**src/radio_state_params.svh**
```systemverilog
`ifndef RADIO_STATE_PARAMS_SVH
`define RADIO_STATE_PARAMS_SVH

// Byte addresses of the register words.
`define SMCFG_ADDR 8'h00
`define WAKE_PERIOD_ADDR 8'h04
`define RXTO_CFG_ADDR 8'h08
`define STATUS_ADDR 8'h0c
`define COMMAND_ADDR 8'h10

// State machine configuration word.
`define SMCFG_RESET 8'h30
`define SMCFG_WRITE_MASK 8'h3f
`define CLEAR_SEL_LSB 4
`define RX_NEXT_LSB 2
`define TX_NEXT_LSB 0

// Receive timeout configuration word.
`define RX_TIME_LSB 0
`define RC_OSC_EN_BIT 3
`define WAKE_RES_LSB 4
`define RX_TIME_RESET 3'h7
`define RX_TIME_NONE 3'h7
`define RC_OSC_EN_RESET 1'h0
`define WAKE_RES_RESET 2'h0
`define WAKE_PERIOD_RESET 16'h876a

// Timeout count uses the 13 upper bits of the period at setting 0.
`define TIMEOUT_BASE_SHIFT 4'h3

// Status word.
`define STAT_STATE_LSB 0
`define STAT_CLEAR_BIT 2
`define STAT_TIMEOUT_BIT 3
`define STAT_RECEIVING_BIT 4

// Command word bits.
`define CMD_RX_BIT 0
`define CMD_TX_BIT 1
`define CMD_IDLE_BIT 2
`define CMD_SYNTH_BIT 3

`endif

```
**src/radio_state_pkg.sv**
```systemverilog
package radio_state_pkg;

  typedef enum logic [1:0] {
    RADIO_IDLE,
    RADIO_RX,
    RADIO_TX,
    RADIO_SYNTH_TX
  } radio_state_e;

  typedef struct packed {
    logic [1:0] clearChannelSelect;
    logic [1:0] afterReceiveNextState;
    logic [1:0] afterTransmitNextState;
  } sm_config_s;

  typedef struct packed {
    logic [2:0] rxTime;
    logic rcOscEnable;
    logic [1:0] wakeResolution;
  } rx_timeout_config_s;

endpackage

```
**src/sync_two_flop.sv**
```systemverilog
`timescale 1ns/1ns

module sync_two_flop #(
  parameter int W = 1
) (
  // Clock and reset.
  input wire logic ref_clk,
  input wire logic nrst,
  input wire logic ce,
  // Data.
  input wire logic [W-1:0] asyncIn,
  output logic [W-1:0] syncOut
);

  for (genvar i = 0; i < W; i++) begin : g_bit
    logic stage1_ff;
    logic stage2_ff;

    always_ff @(posedge ref_clk or negedge nrst) begin
      if (!nrst) begin
        stage1_ff <= 1'b0;
        stage2_ff <= 1'b0;
      end else if (ce) begin
        stage1_ff <= asyncIn[i];
        stage2_ff <= stage1_ff;
      end
    end

    assign syncOut[i] = stage2_ff;
  end

endmodule

```
**src/rx_timeout_counter.sv**
```systemverilog
`timescale 1ns/1ns
`include "radio_state_params.svh"

module rx_timeout_counter (
  // Clock and reset.
  input wire logic ref_clk,
  input wire logic nrst,
  input wire logic ce,
  // Control.
  input wire logic restart,
  input wire logic run,
  input wire logic rcTick,
  input wire logic [2:0] rxTime,
  input wire logic [15:0] wakeEventPeriod,
  // Result.
  output logic expired
);

  logic [15:0] limit;
  logic [12:0] count_ff;
  logic done_ff;

  // Setting 0 keeps 13 upper bits, each further step drops one bit.
  assign limit = wakeEventPeriod >> (`TIMEOUT_BASE_SHIFT + {1'b0, rxTime});

  always_ff @(posedge ref_clk or negedge nrst) begin
    if (!nrst) begin
      count_ff <= 13'h0000;
      done_ff <= 1'b0;
    end else if (ce) begin
      if (restart) begin
        count_ff <= 13'h0000;
        done_ff <= 1'b0;
      end else if (run && rcTick && !done_ff) begin
        if ({3'h0, count_ff} + 16'h0001 >= limit) begin
          done_ff <= 1'b1;
        end
        count_ff <= count_ff + 13'h0001;
      end
    end
  end

  // One pulse per receive period; a zero limit expires on the first tick.
  assign expired = run && rcTick && !done_ff && !restart && ({3'h0, count_ff} + 16'h0001 >= limit);

endmodule

```
**src/radio_state_control.sv**
```systemverilog
// Implementation choices: the register offsets and the Wishbone register port.
`timescale 1ns/1ns
`include "radio_state_params.svh"


module radio_state_control #(
  parameter int ADDR_W = 8
) (
  // Clock and reset.
  input wire logic ref_clk,
  input wire logic nrst,
  input wire logic ce,
  // Wishbone slave.
  input wire logic cyc_i,
  input wire logic stb_i,
  input wire logic we_i,
  input wire logic [ADDR_W-1:0] adr_i,
  input wire logic [3:0] sel_i,
  input wire logic [31:0] dat_i,
  output logic [31:0] dat_o,
  output logic ack_o,
  // Modem pins.
  input wire logic rssiBelowThreshold,
  input wire logic packetReceiving,
  input wire logic rcOscClock,
  // Modem events on the same clock.
  input wire logic rxPacketDone,
  input wire logic txPacketDone,
  // Radio outputs.
  output radio_state_pkg::radio_state_e radioState,
  output logic clearChannel,
  output logic rcOscEnable,
  output radio_state_pkg::rx_timeout_config_s rxTimeoutConfig,
  output logic rxTimeoutPulse
);

  import radio_state_pkg::*;

  ////////////////////////////////////////////////////////////////////////////
  // Declarations.

  sm_config_s smConfig_ff;
  rx_timeout_config_s rxtoConfig_ff;
  logic [15:0] wakePeriod_ff;
  logic timeoutSeen_ff;
  radio_state_e state_ff;
  radio_state_e nxt_state;
  logic ack_ff;
  logic [31:0] rdata_ff;
  logic [31:0] nxt_rdata;
  logic access;
  logic wrStrobe;
  logic [2:0] pinSync;
  logic rssiLow;
  logic receiving;
  logic rcLevel;
  logic rcLevelPrev_ff;
  logic rcTick;
  logic clear_ff;
  logic nxt_clear;
  logic timerRestart;
  logic timerRun;
  logic timerExpired;
  logic cmdWrite;
  logic [7:0] smcfgWord;
  logic [7:0] rxtoWord;
  logic [7:0] statusWord;
  logic [ADDR_W-1:0] wordAddr;

  ////////////////////////////////////////////////////////////////////////////
  // Pin synchronisers and RC oscillator edge detection.

  sync_two_flop #(
    .W(3)
  ) u_pin_sync (
    .ref_clk(ref_clk),
    .nrst(nrst),
    .ce(ce),
    .asyncIn({rcOscClock, packetReceiving, rssiBelowThreshold}),
    .syncOut(pinSync)
  );

  assign rssiLow = pinSync[0];
  assign receiving = pinSync[1];
  assign rcLevel = pinSync[2];

  always_ff @(posedge ref_clk or negedge nrst) begin
    if (!nrst) begin
      rcLevelPrev_ff <= 1'b0;
    end else if (ce) begin
      rcLevelPrev_ff <= rcLevel;
    end
  end

  // One tick per RC period, only while software keeps the oscillator on.
  assign rcTick = rcLevel && !rcLevelPrev_ff && rxtoConfig_ff.rcOscEnable;

  ////////////////////////////////////////////////////////////////////////////
  // Wishbone decode.

  assign access = cyc_i && stb_i && !ack_ff;
  assign wrStrobe = access && we_i && sel_i[0];
  assign wordAddr = {adr_i[ADDR_W-1:2], 2'b00};
  assign cmdWrite = wrStrobe && (wordAddr == ADDR_W'(`COMMAND_ADDR));

  assign smcfgWord = {2'b00, smConfig_ff};
  assign rxtoWord = {2'b00, rxtoConfig_ff.wakeResolution, rxtoConfig_ff.rcOscEnable, rxtoConfig_ff.rxTime};
  assign statusWord = {3'b000, receiving, timeoutSeen_ff, clear_ff, state_ff};

  always_comb begin
    nxt_rdata = 32'h0000_0000;
    case (wordAddr)
      ADDR_W'(`SMCFG_ADDR): begin
        nxt_rdata = {24'h00_0000, smcfgWord};
      end
      ADDR_W'(`WAKE_PERIOD_ADDR): begin
        nxt_rdata = {16'h0000, wakePeriod_ff};
      end
      ADDR_W'(`RXTO_CFG_ADDR): begin
        nxt_rdata = {24'h00_0000, rxtoWord};
      end
      ADDR_W'(`STATUS_ADDR): begin
        nxt_rdata = {24'h00_0000, statusWord};
      end
      default: begin
        nxt_rdata = 32'h0000_0000;
      end
    endcase
  end

  always_ff @(posedge ref_clk or negedge nrst) begin
    if (!nrst) begin
      ack_ff <= 1'b0;
      rdata_ff <= 32'h0000_0000;
    end else if (ce) begin
      ack_ff <= access;
      if (access && !we_i) begin
        rdata_ff <= nxt_rdata;
      end
    end
  end

  assign ack_o = ack_ff;
  assign dat_o = rdata_ff;

  ////////////////////////////////////////////////////////////////////////////
  // Configuration registers.

  always_ff @(posedge ref_clk or negedge nrst) begin
    if (!nrst) begin
      smConfig_ff <= sm_config_s'(6'(`SMCFG_RESET));
    end else if (ce && wrStrobe && wordAddr == ADDR_W'(`SMCFG_ADDR)) begin
      smConfig_ff <= sm_config_s'(dat_i[5:0] & 6'(`SMCFG_WRITE_MASK));
    end
  end

  always_ff @(posedge ref_clk or negedge nrst) begin
    if (!nrst) begin
      wakePeriod_ff <= `WAKE_PERIOD_RESET;
    end else if (ce && access && we_i && wordAddr == ADDR_W'(`WAKE_PERIOD_ADDR)) begin
      if (sel_i[0]) begin
        wakePeriod_ff[7:0] <= dat_i[7:0];
      end
      if (sel_i[1]) begin
        wakePeriod_ff[15:8] <= dat_i[15:8];
      end
    end
  end

  // Wake resolution is stored for the wake timer; any value is accepted.
  always_ff @(posedge ref_clk or negedge nrst) begin
    if (!nrst) begin
      rxtoConfig_ff.rxTime <= `RX_TIME_RESET;
      rxtoConfig_ff.rcOscEnable <= `RC_OSC_EN_RESET;
      rxtoConfig_ff.wakeResolution <= `WAKE_RES_RESET;
    end else if (ce && wrStrobe && wordAddr == ADDR_W'(`RXTO_CFG_ADDR)) begin
      rxtoConfig_ff.rxTime <= dat_i[`RX_TIME_LSB +: 3];
      rxtoConfig_ff.rcOscEnable <= dat_i[`RC_OSC_EN_BIT];
      rxtoConfig_ff.wakeResolution <= dat_i[`WAKE_RES_LSB +: 2];
    end
  end

  assign rcOscEnable = rxtoConfig_ff.rcOscEnable;
  assign rxTimeoutConfig = rxtoConfig_ff;

  ////////////////////////////////////////////////////////////////////////////
  // Clear channel indication.

  always_comb begin
    nxt_clear = 1'b1;
    case (smConfig_ff.clearChannelSelect)
      2'h0: begin
        nxt_clear = 1'b1;
      end
      2'h1: begin
        nxt_clear = rssiLow;
      end
      2'h2: begin
        nxt_clear = !receiving;
      end
      2'h3: begin
        nxt_clear = rssiLow && !receiving;
      end
      default: begin
        nxt_clear = 1'b1;
      end
    endcase
  end

  always_ff @(posedge ref_clk or negedge nrst) begin
    if (!nrst) begin
      clear_ff <= 1'b0;
    end else if (ce) begin
      clear_ff <= nxt_clear;
    end
  end

  assign clearChannel = clear_ff;

  ////////////////////////////////////////////////////////////////////////////
  // Receive timeout.

  // The counter needs the RC ticks, rxTime and the wake period register; wake-on-radio state is not consulted.
  assign timerRun = state_ff == RADIO_RX && rxtoConfig_ff.rxTime != `RX_TIME_NONE && !receiving;
  // Restart never looks at the next state, which itself depends on the expiry.
  assign timerRestart = state_ff != RADIO_RX || rxPacketDone || cmdWrite;

  rx_timeout_counter u_timeout (
    .ref_clk(ref_clk),
    .nrst(nrst),
    .ce(ce),
    .restart(timerRestart),
    .run(timerRun),
    .rcTick(rcTick),
    .rxTime(rxtoConfig_ff.rxTime),
    .wakeEventPeriod(wakePeriod_ff),
    .expired(timerExpired)
  );

  assign rxTimeoutPulse = timerExpired && ce;

  // A new timeout wins over a write-one clear in the same cycle.
  always_ff @(posedge ref_clk or negedge nrst) begin
    if (!nrst) begin
      timeoutSeen_ff <= 1'b0;
    end else if (ce) begin
      if (timerExpired) begin
        timeoutSeen_ff <= 1'b1;
      end else if (wrStrobe && wordAddr == ADDR_W'(`STATUS_ADDR) && dat_i[`STAT_TIMEOUT_BIT]) begin
        timeoutSeen_ff <= 1'b0;
      end
    end
  end

  ////////////////////////////////////////////////////////////////////////////
  // Main state machine.

  always_comb begin
    nxt_state = state_ff;
    if (cmdWrite && dat_i[`CMD_IDLE_BIT]) begin
      nxt_state = RADIO_IDLE;
    end else if (cmdWrite && dat_i[`CMD_TX_BIT]) begin
      nxt_state = RADIO_TX;
    end else if (cmdWrite && dat_i[`CMD_RX_BIT]) begin
      nxt_state = RADIO_RX;
    end else if (cmdWrite && dat_i[`CMD_SYNTH_BIT]) begin
      nxt_state = RADIO_SYNTH_TX;
    end else begin
      case (state_ff)
        RADIO_RX: begin
          if (rxPacketDone) begin
            case (smConfig_ff.afterReceiveNextState)
              2'h0: nxt_state = RADIO_IDLE;
              2'h1: nxt_state = RADIO_SYNTH_TX;
              2'h2: nxt_state = RADIO_TX;
              default: nxt_state = RADIO_RX;
            endcase
          end else if (timerExpired) begin
            nxt_state = RADIO_IDLE;
          end
        end
        RADIO_TX: begin
          if (txPacketDone) begin
            case (smConfig_ff.afterTransmitNextState)
              2'h0: nxt_state = RADIO_IDLE;
              2'h1: nxt_state = RADIO_SYNTH_TX;
              2'h2: nxt_state = RADIO_TX;
              default: nxt_state = RADIO_RX;
            endcase
          end
        end
        RADIO_IDLE: begin
          nxt_state = RADIO_IDLE;
        end
        RADIO_SYNTH_TX: begin
          nxt_state = RADIO_SYNTH_TX;
        end
        default: begin
          nxt_state = RADIO_IDLE;
        end
      endcase
    end
  end

  always_ff @(posedge ref_clk or negedge nrst) begin
    if (!nrst) begin
      state_ff <= RADIO_IDLE;
    end else if (ce) begin
      state_ff <= nxt_state;
    end
  end

  assign radioState = state_ff;

endmodule

```
**config.mk**
```make
export PLATFORM = sky130hd
export DESIGN_NAME = radio_state_control
export DESIGN_NICKNAME = d
export VERILOG_FILES = /design/src/radio_state_pkg.sv /design/src/sync_two_flop.sv /design/src/rx_timeout_counter.sv /design/src/radio_state_control.sv
export VERILOG_INCLUDE_DIRS = /design/src
export SDC_FILE = /design/constraint.sdc
export NUM_CORES = 1
export LEC_CHECK = 0
export ABC_AREA = 1
export BUFFER_PORTS_ARGS = -buffer_cell sky130_fd_sc_hd__buf_2
export CORE_MARGIN = 2
export CORE_UTILIZATION = 40
export CTS_BUF_LIST = sky130_fd_sc_hd__clkbuf_8
export CTS_CLUSTER_SIZE = 10
export DETAILED_ROUTE_END_ITERATION = 16
export PLACE_DENSITY = 0.59
export SYNTH_ARGS = -nofsm -noshare
export SYNTH_HDL_FRONTEND = slang
export SYNTH_HIERARCHICAL = 1
export SYNTH_SLANG_ARGS = --single-unit
```
**constraint.sdc**
```tcl
create_clock -name ref_clk -period 5.8 [get_ports ref_clk]
set_clock_uncertainty 0.05 [all_clocks]
set_input_delay 1.16 -clock ref_clk [delete_from_list [all_inputs] [get_ports ref_clk]]
set_output_delay 1.16 -clock ref_clk [all_outputs]
set_load 0.05 [all_outputs]
```
==> impl.org <==
** Logic synthesis
- Dominant cell type by area after synthesis :: dfrtp_1
- Simple-gate area share of the yosys netlist :: 0.270
- The compound-gate portion of the synthesized area is 0.123.
- Most numerous cell in the Yosys netlist :: nand2_1
- Synth Flop Type :: dfrtp_1
- Post-synth EDFFs :: 0
- Of all flip-flops after synthesis, the portion carrying an async set or reset was 1.00.
- Of the total synthesized cell area, the portion taken by full adders, half adders and majority gates is 0.0517.
- Area share of the largest cell type after synthesis :: 0.328
- Register area share after synthesis :: 0.406
- Parity-gate share of the synthesized area counting xor and xnor cells :: 0.0141
- Mux share of post-synthesis cell area :: 0.0161
- In this run the cell area of the synthesized design comes to between 0.004 and 0.005 mm2.
- The Yosys step of the flow raised 6 warnings.
- The synthesized netlist contains 44 unique library cells.
- The average instance in the mapped netlist occupies 7.73 um2.
- Post-Synthesis Cells :: 563
- Register bit total from synthesis :: 70
- Most instantiated cells after synthesis :: nand2_1, inv_1, dfrtp_1
- By area the synthesized netlist is led by dfrtp_1, nand2_1, dfstp_2, inv_1, ha_1.
- Main combinational cell family by area after synthesis :: simple AND/OR/NAND/NOR gates

** Floorplanning
- During I/O placement, the number of pins put on the boundary was slightly below 100.
- Width of the die :: 108 um
- Initial standard-cell utilization of the core :: 0.405
- The floorplan step defined a die boundary enclosing around 0.012 mm2.
- Die Span Y :: 108 um
- Placeable core region :: approximately 0.011 mm2
- Std cell rows :: 38

** Timing
- Unrepaired setup endpoints after global routing :: no
- The number of hold violations in the final report is 0.
- Counting I/O delays and the setup requirement, the final critical path takes 4550 ps.
- Pins Over Slew Limit :: 0
- Setup violations remaining at the end of the flow were counted as 0.
- Headroom to the max-slew limit came out at 0.392.
- Ratio of final minimum period to clock period :: 0.785
- Based on the critical path, the design can be clocked at up to approximately 220 MHz.
- For the final routed database, the setup TNS stands at 0 ps.
- Hold is met by 424 ps.
- For the pin with the worst max-slew slack, the measured transition is 913 ps.

** Worst setup path
- STA puts the critical path data arrival time at 3340 ps.
- Crit path max fanout :: 19
- Cell type with the highest occurrence count on the critical path :: nand2_1
- Across all register-to-register paths, the minimum setup slack is 2620 ps.
- The largest single stage delay on the critical path is about 800 ps.
- The signal on the critical path passes through inv_1, nand2_1, nand2_1, o21ai_0, nand2_1, o21ai_0, ha_1, nand2_1, nor2_1, nand2_1, nand2_1, nor2_1, nand2_1, nand2_1, nand2_2, nand2_1, nor2_1, nand2_1, inv_1, buf_2.
- The number of cells on the worst reg-to-reg path is 22.
- The worst setup path is captured at an output port.
- The worst setup path is launched from a register.
- The startpoint identified for the worst register-to-register timing path is rxTimeoutConfig[3]$_DFFE_PN1P_.
- The worst setup path is of the reg2out kind.
- The endpoint identified for the worst register-to-register timing path is radioState[1]$_DFFE_PN0P_.
- Highest-delay cell along the critical path :: dfstp_2
- Required time of the critical path :: 4590 ps

** Global routing
- Overflow left after global routing :: 0
- Global-route wire length before repair :: between 15 and 20 mm
- The number of antenna violations at the first check in global routing came to 0.
- Across every metal layer, demand over resource in global routing totals 0.182.
- met2 is the most crowded layer.
- The number of global-route vias before repair is 3461.
- Met3 demand-to-capacity share in global routing :: 0.0536
- GR met1 Demand/Resource :: 0.236
- Met2 track demand over resource in global routing :: 0.294
- Maximum number of pins on one net before global-route repair :: a little over 70

** Place
- Post-placement cell area :: 0.00467 mm2
- Number of port buffers :: 62
- Placed cells :: about 750
- Routability-driven placement finished with a final weighted congestion of 0.837.
- Total half-perimeter wirelength after legalization and detailed placement :: 7.39 mm

** Routing
- Routed vias/inst :: 4.85
- In this run the remaining antenna-violating nets after routing total 0.
- WL per Instance :: 13.0 um
- Post-route DRC :: 0
- For this run, the detailed router's first-pass iteration total came to 4.
- Routed wire length :: between 9 and 10 mm
- Detailed routing inserted a total of about 3700 vias.
- Initial drt markers :: 151

** Flow run
- Number of max-cap violations :: 0

** Clock tree
- TritonCTS built the clock tree.
- The clock tree synthesis step divided the H-tree into 3 levels.
- The root buffer cell chosen for the clock tree is clkbuf_8.
- Hold repair after CTS inserted 0 buffers.
- Clock tree synthesis inserted a total of 9 buffers.
- Clock latency of the later-clocked register in the worst-skew pair :: 370 ps
- Clk slew on worst S/H paths :: 80 ps
- Clock sink count :: 70
- After clock tree synthesis, the setup repair step added 0 buffers.
- After clock tree synthesis, the repair step resized 0 gates.
- Buffer levels on the longest clock path :: 2

** Pwr
- IR analysis of the VDD net gives a maximum drop of 0.000179 V.
- Of the total power, the share spent switching nets is 0.261.
- The analysis attributes to net switching a power of 285 uW.
- Combinational share of power :: 0.097
- The internal portion of the total power is 808 uW.
- Sequential cell fraction of total power :: 0.463
- For this design the static power due to leakage is 0.00258 uW.
- Clock share of power :: 0.440
- Total power per unit cell area :: around 220 mW/mm2

** Final layout
- The repair_antennas step left the layout with diodes totalling 0.
- Counting the fill cells in the layout gives 1126.
- Measured on the finished design, the core utilization comes to 0.457.
- The finished cells cover roughly 0.0049 mm2.
- In the final layout, the multi-input gates occupy 0.00213 mm2.
- In the final layout, the share of cells above drive strength 1 is 0.211.
- Compared with the post-synthesis result, the final layout area differs by 12.8%.
- Sequential cell area :: between 0.0015 and 0.002 mm2
- Excluding fillers, the count of instances in the completed layout stands at 765.
- For this run, the post-layout net count is 693.

** Outcome
- Outcome :: completed

** Hold path
- Hold path startpoint :: u_pin_sync/g_bit[1].stage1_ff$_DFFE_PN0P_
- Sink of the worst hold path :: u_pin_sync/g_bit[1].stage2_ff$_DFFE_PN0P_
- Cell depth of the worst hold path :: 2
- Class of the most critical hold timing path :: reg2reg
through the flow:
stage	power, uW	worst slack, ps
after floorplan	595	1870
after global placement	621	1700
after detailed placement	623	1680
after CTS	1110	1240
after global routing	1140	777
final	1090	1250
flip-flops by register name, indices dropped and copies added (netlist names), 2 cells and up:
signal / count
u_timeout/count_ff: 13
wakePeriod_ff: 16
dat_o: 16
rxTimeoutConfig: 5
smConfig_ff: 6
radioState: 2
u_pin_sync/g_bit.stage1_ff: 3
u_pin_sync/g_bit.stage2_ff: 3
cells by family (layout without fill, tap and decap cells):
logic type | after synthesis | after routing
xor+xnor | 7 | 7
other cells | 1 | 16
simple gates | 259 | 259
fa+ha+maj | 18 | 18
buf+inv | 107 | 154
flops | 70 | 70
mux | 6 | 6
compound gates | 95 | 95
worst max-delay path, delay by kind of cell (launching register included):
family / cells / cell delay (ps)
simple gates: 14 / 1140
flops: 1 / 790
compound gates: 2 / 320
fa+ha+maj: 1 / 160
buf+inv: 3 / 550
how the worst max path moves through the flow:
stage / slack, ps / from / depth (start not counted) / endpoint
3_5_place_dp: 1680 / rxTimeoutConfig[3]$_DFFE_PN1P_ / 20 / rxTimeoutPulse
3_3_place_gp: 1700 / rxTimeoutConfig[3]$_DFFE_PN1P_ / 20 / rxTimeoutPulse
6_report: 1250 / rxTimeoutConfig[3]$_DFFE_PN1P_ / 20 / rxTimeoutPulse
5_1_grt: 780 / rxTimeoutConfig[3]$_DFFE_PN1P_ / 20 / rxTimeoutPulse
4_1_cts: 1240 / rxTimeoutConfig[3]$_DFFE_PN1P_ / 20 / rxTimeoutPulse
2_1_floorplan: 1870 / rxTimeoutConfig[3]$_DFFE_PN1P_ / 19 / rxTimeoutPulse
power by group through the flow:
stage | Combinational (uW) | Clock (uW) | Sequential, uW
3_3_place_gp | 106 | 0 | 516
5_1_grt | 119 | 512 | 508
2_1_floorplan | 74.9 | 0 | 520
4_1_cts | 107 | 493 | 506
6_report | 106 | 481 | 506
3_5_place_dp | 107 | 0 | 516
final cells by class:
class	instances	share of cell area
Clock inverter	7	0.0235
Clock buffer	9	0.0252
Sequential cell	70	0.360
Timing Repair Buffer	63	0.0647
Multi-Input combinational cell	401	0.433
Inverter	75	0.0574
Tap cell	140	0.0357
per-layer routing:
layer  routed length [um]  vias up  share of wire
li1                     -     1893              -
met4                  136        0          0.014
met3                  494        9          0.050
met1                 4570     1735           0.46
met2                 4720       76           0.48
met5                    0        -              0
cell usage in the layout, fill, tap and decap left out, types with 2 or more instances in the layout:
cell,count
nand2_1,174
inv_1,69
buf_2,62
dfrtp_1,57
o21ai_1,31
o21ai_0,28
nand3_1,25
nor2_1,24
ha_1,18
conb_1,16
a21oi_1,13
dfstp_2,13
o22ai_1,9
clkbuf_8,9
inv_2,8
xor2_1,7
nor2_2,6
nand2_2,6
nand4_1,5
nand3_2,5
nor2_4,4
mux2i_1,4
bufinv_16,3
nand2_4,2
mux2_4,2
a21oi_2,2
o2111ai_1,2
or2_2,2
clkinv_4,2
o211ai_1,2
Note: power is estimated with default switching activity, not from simulation.
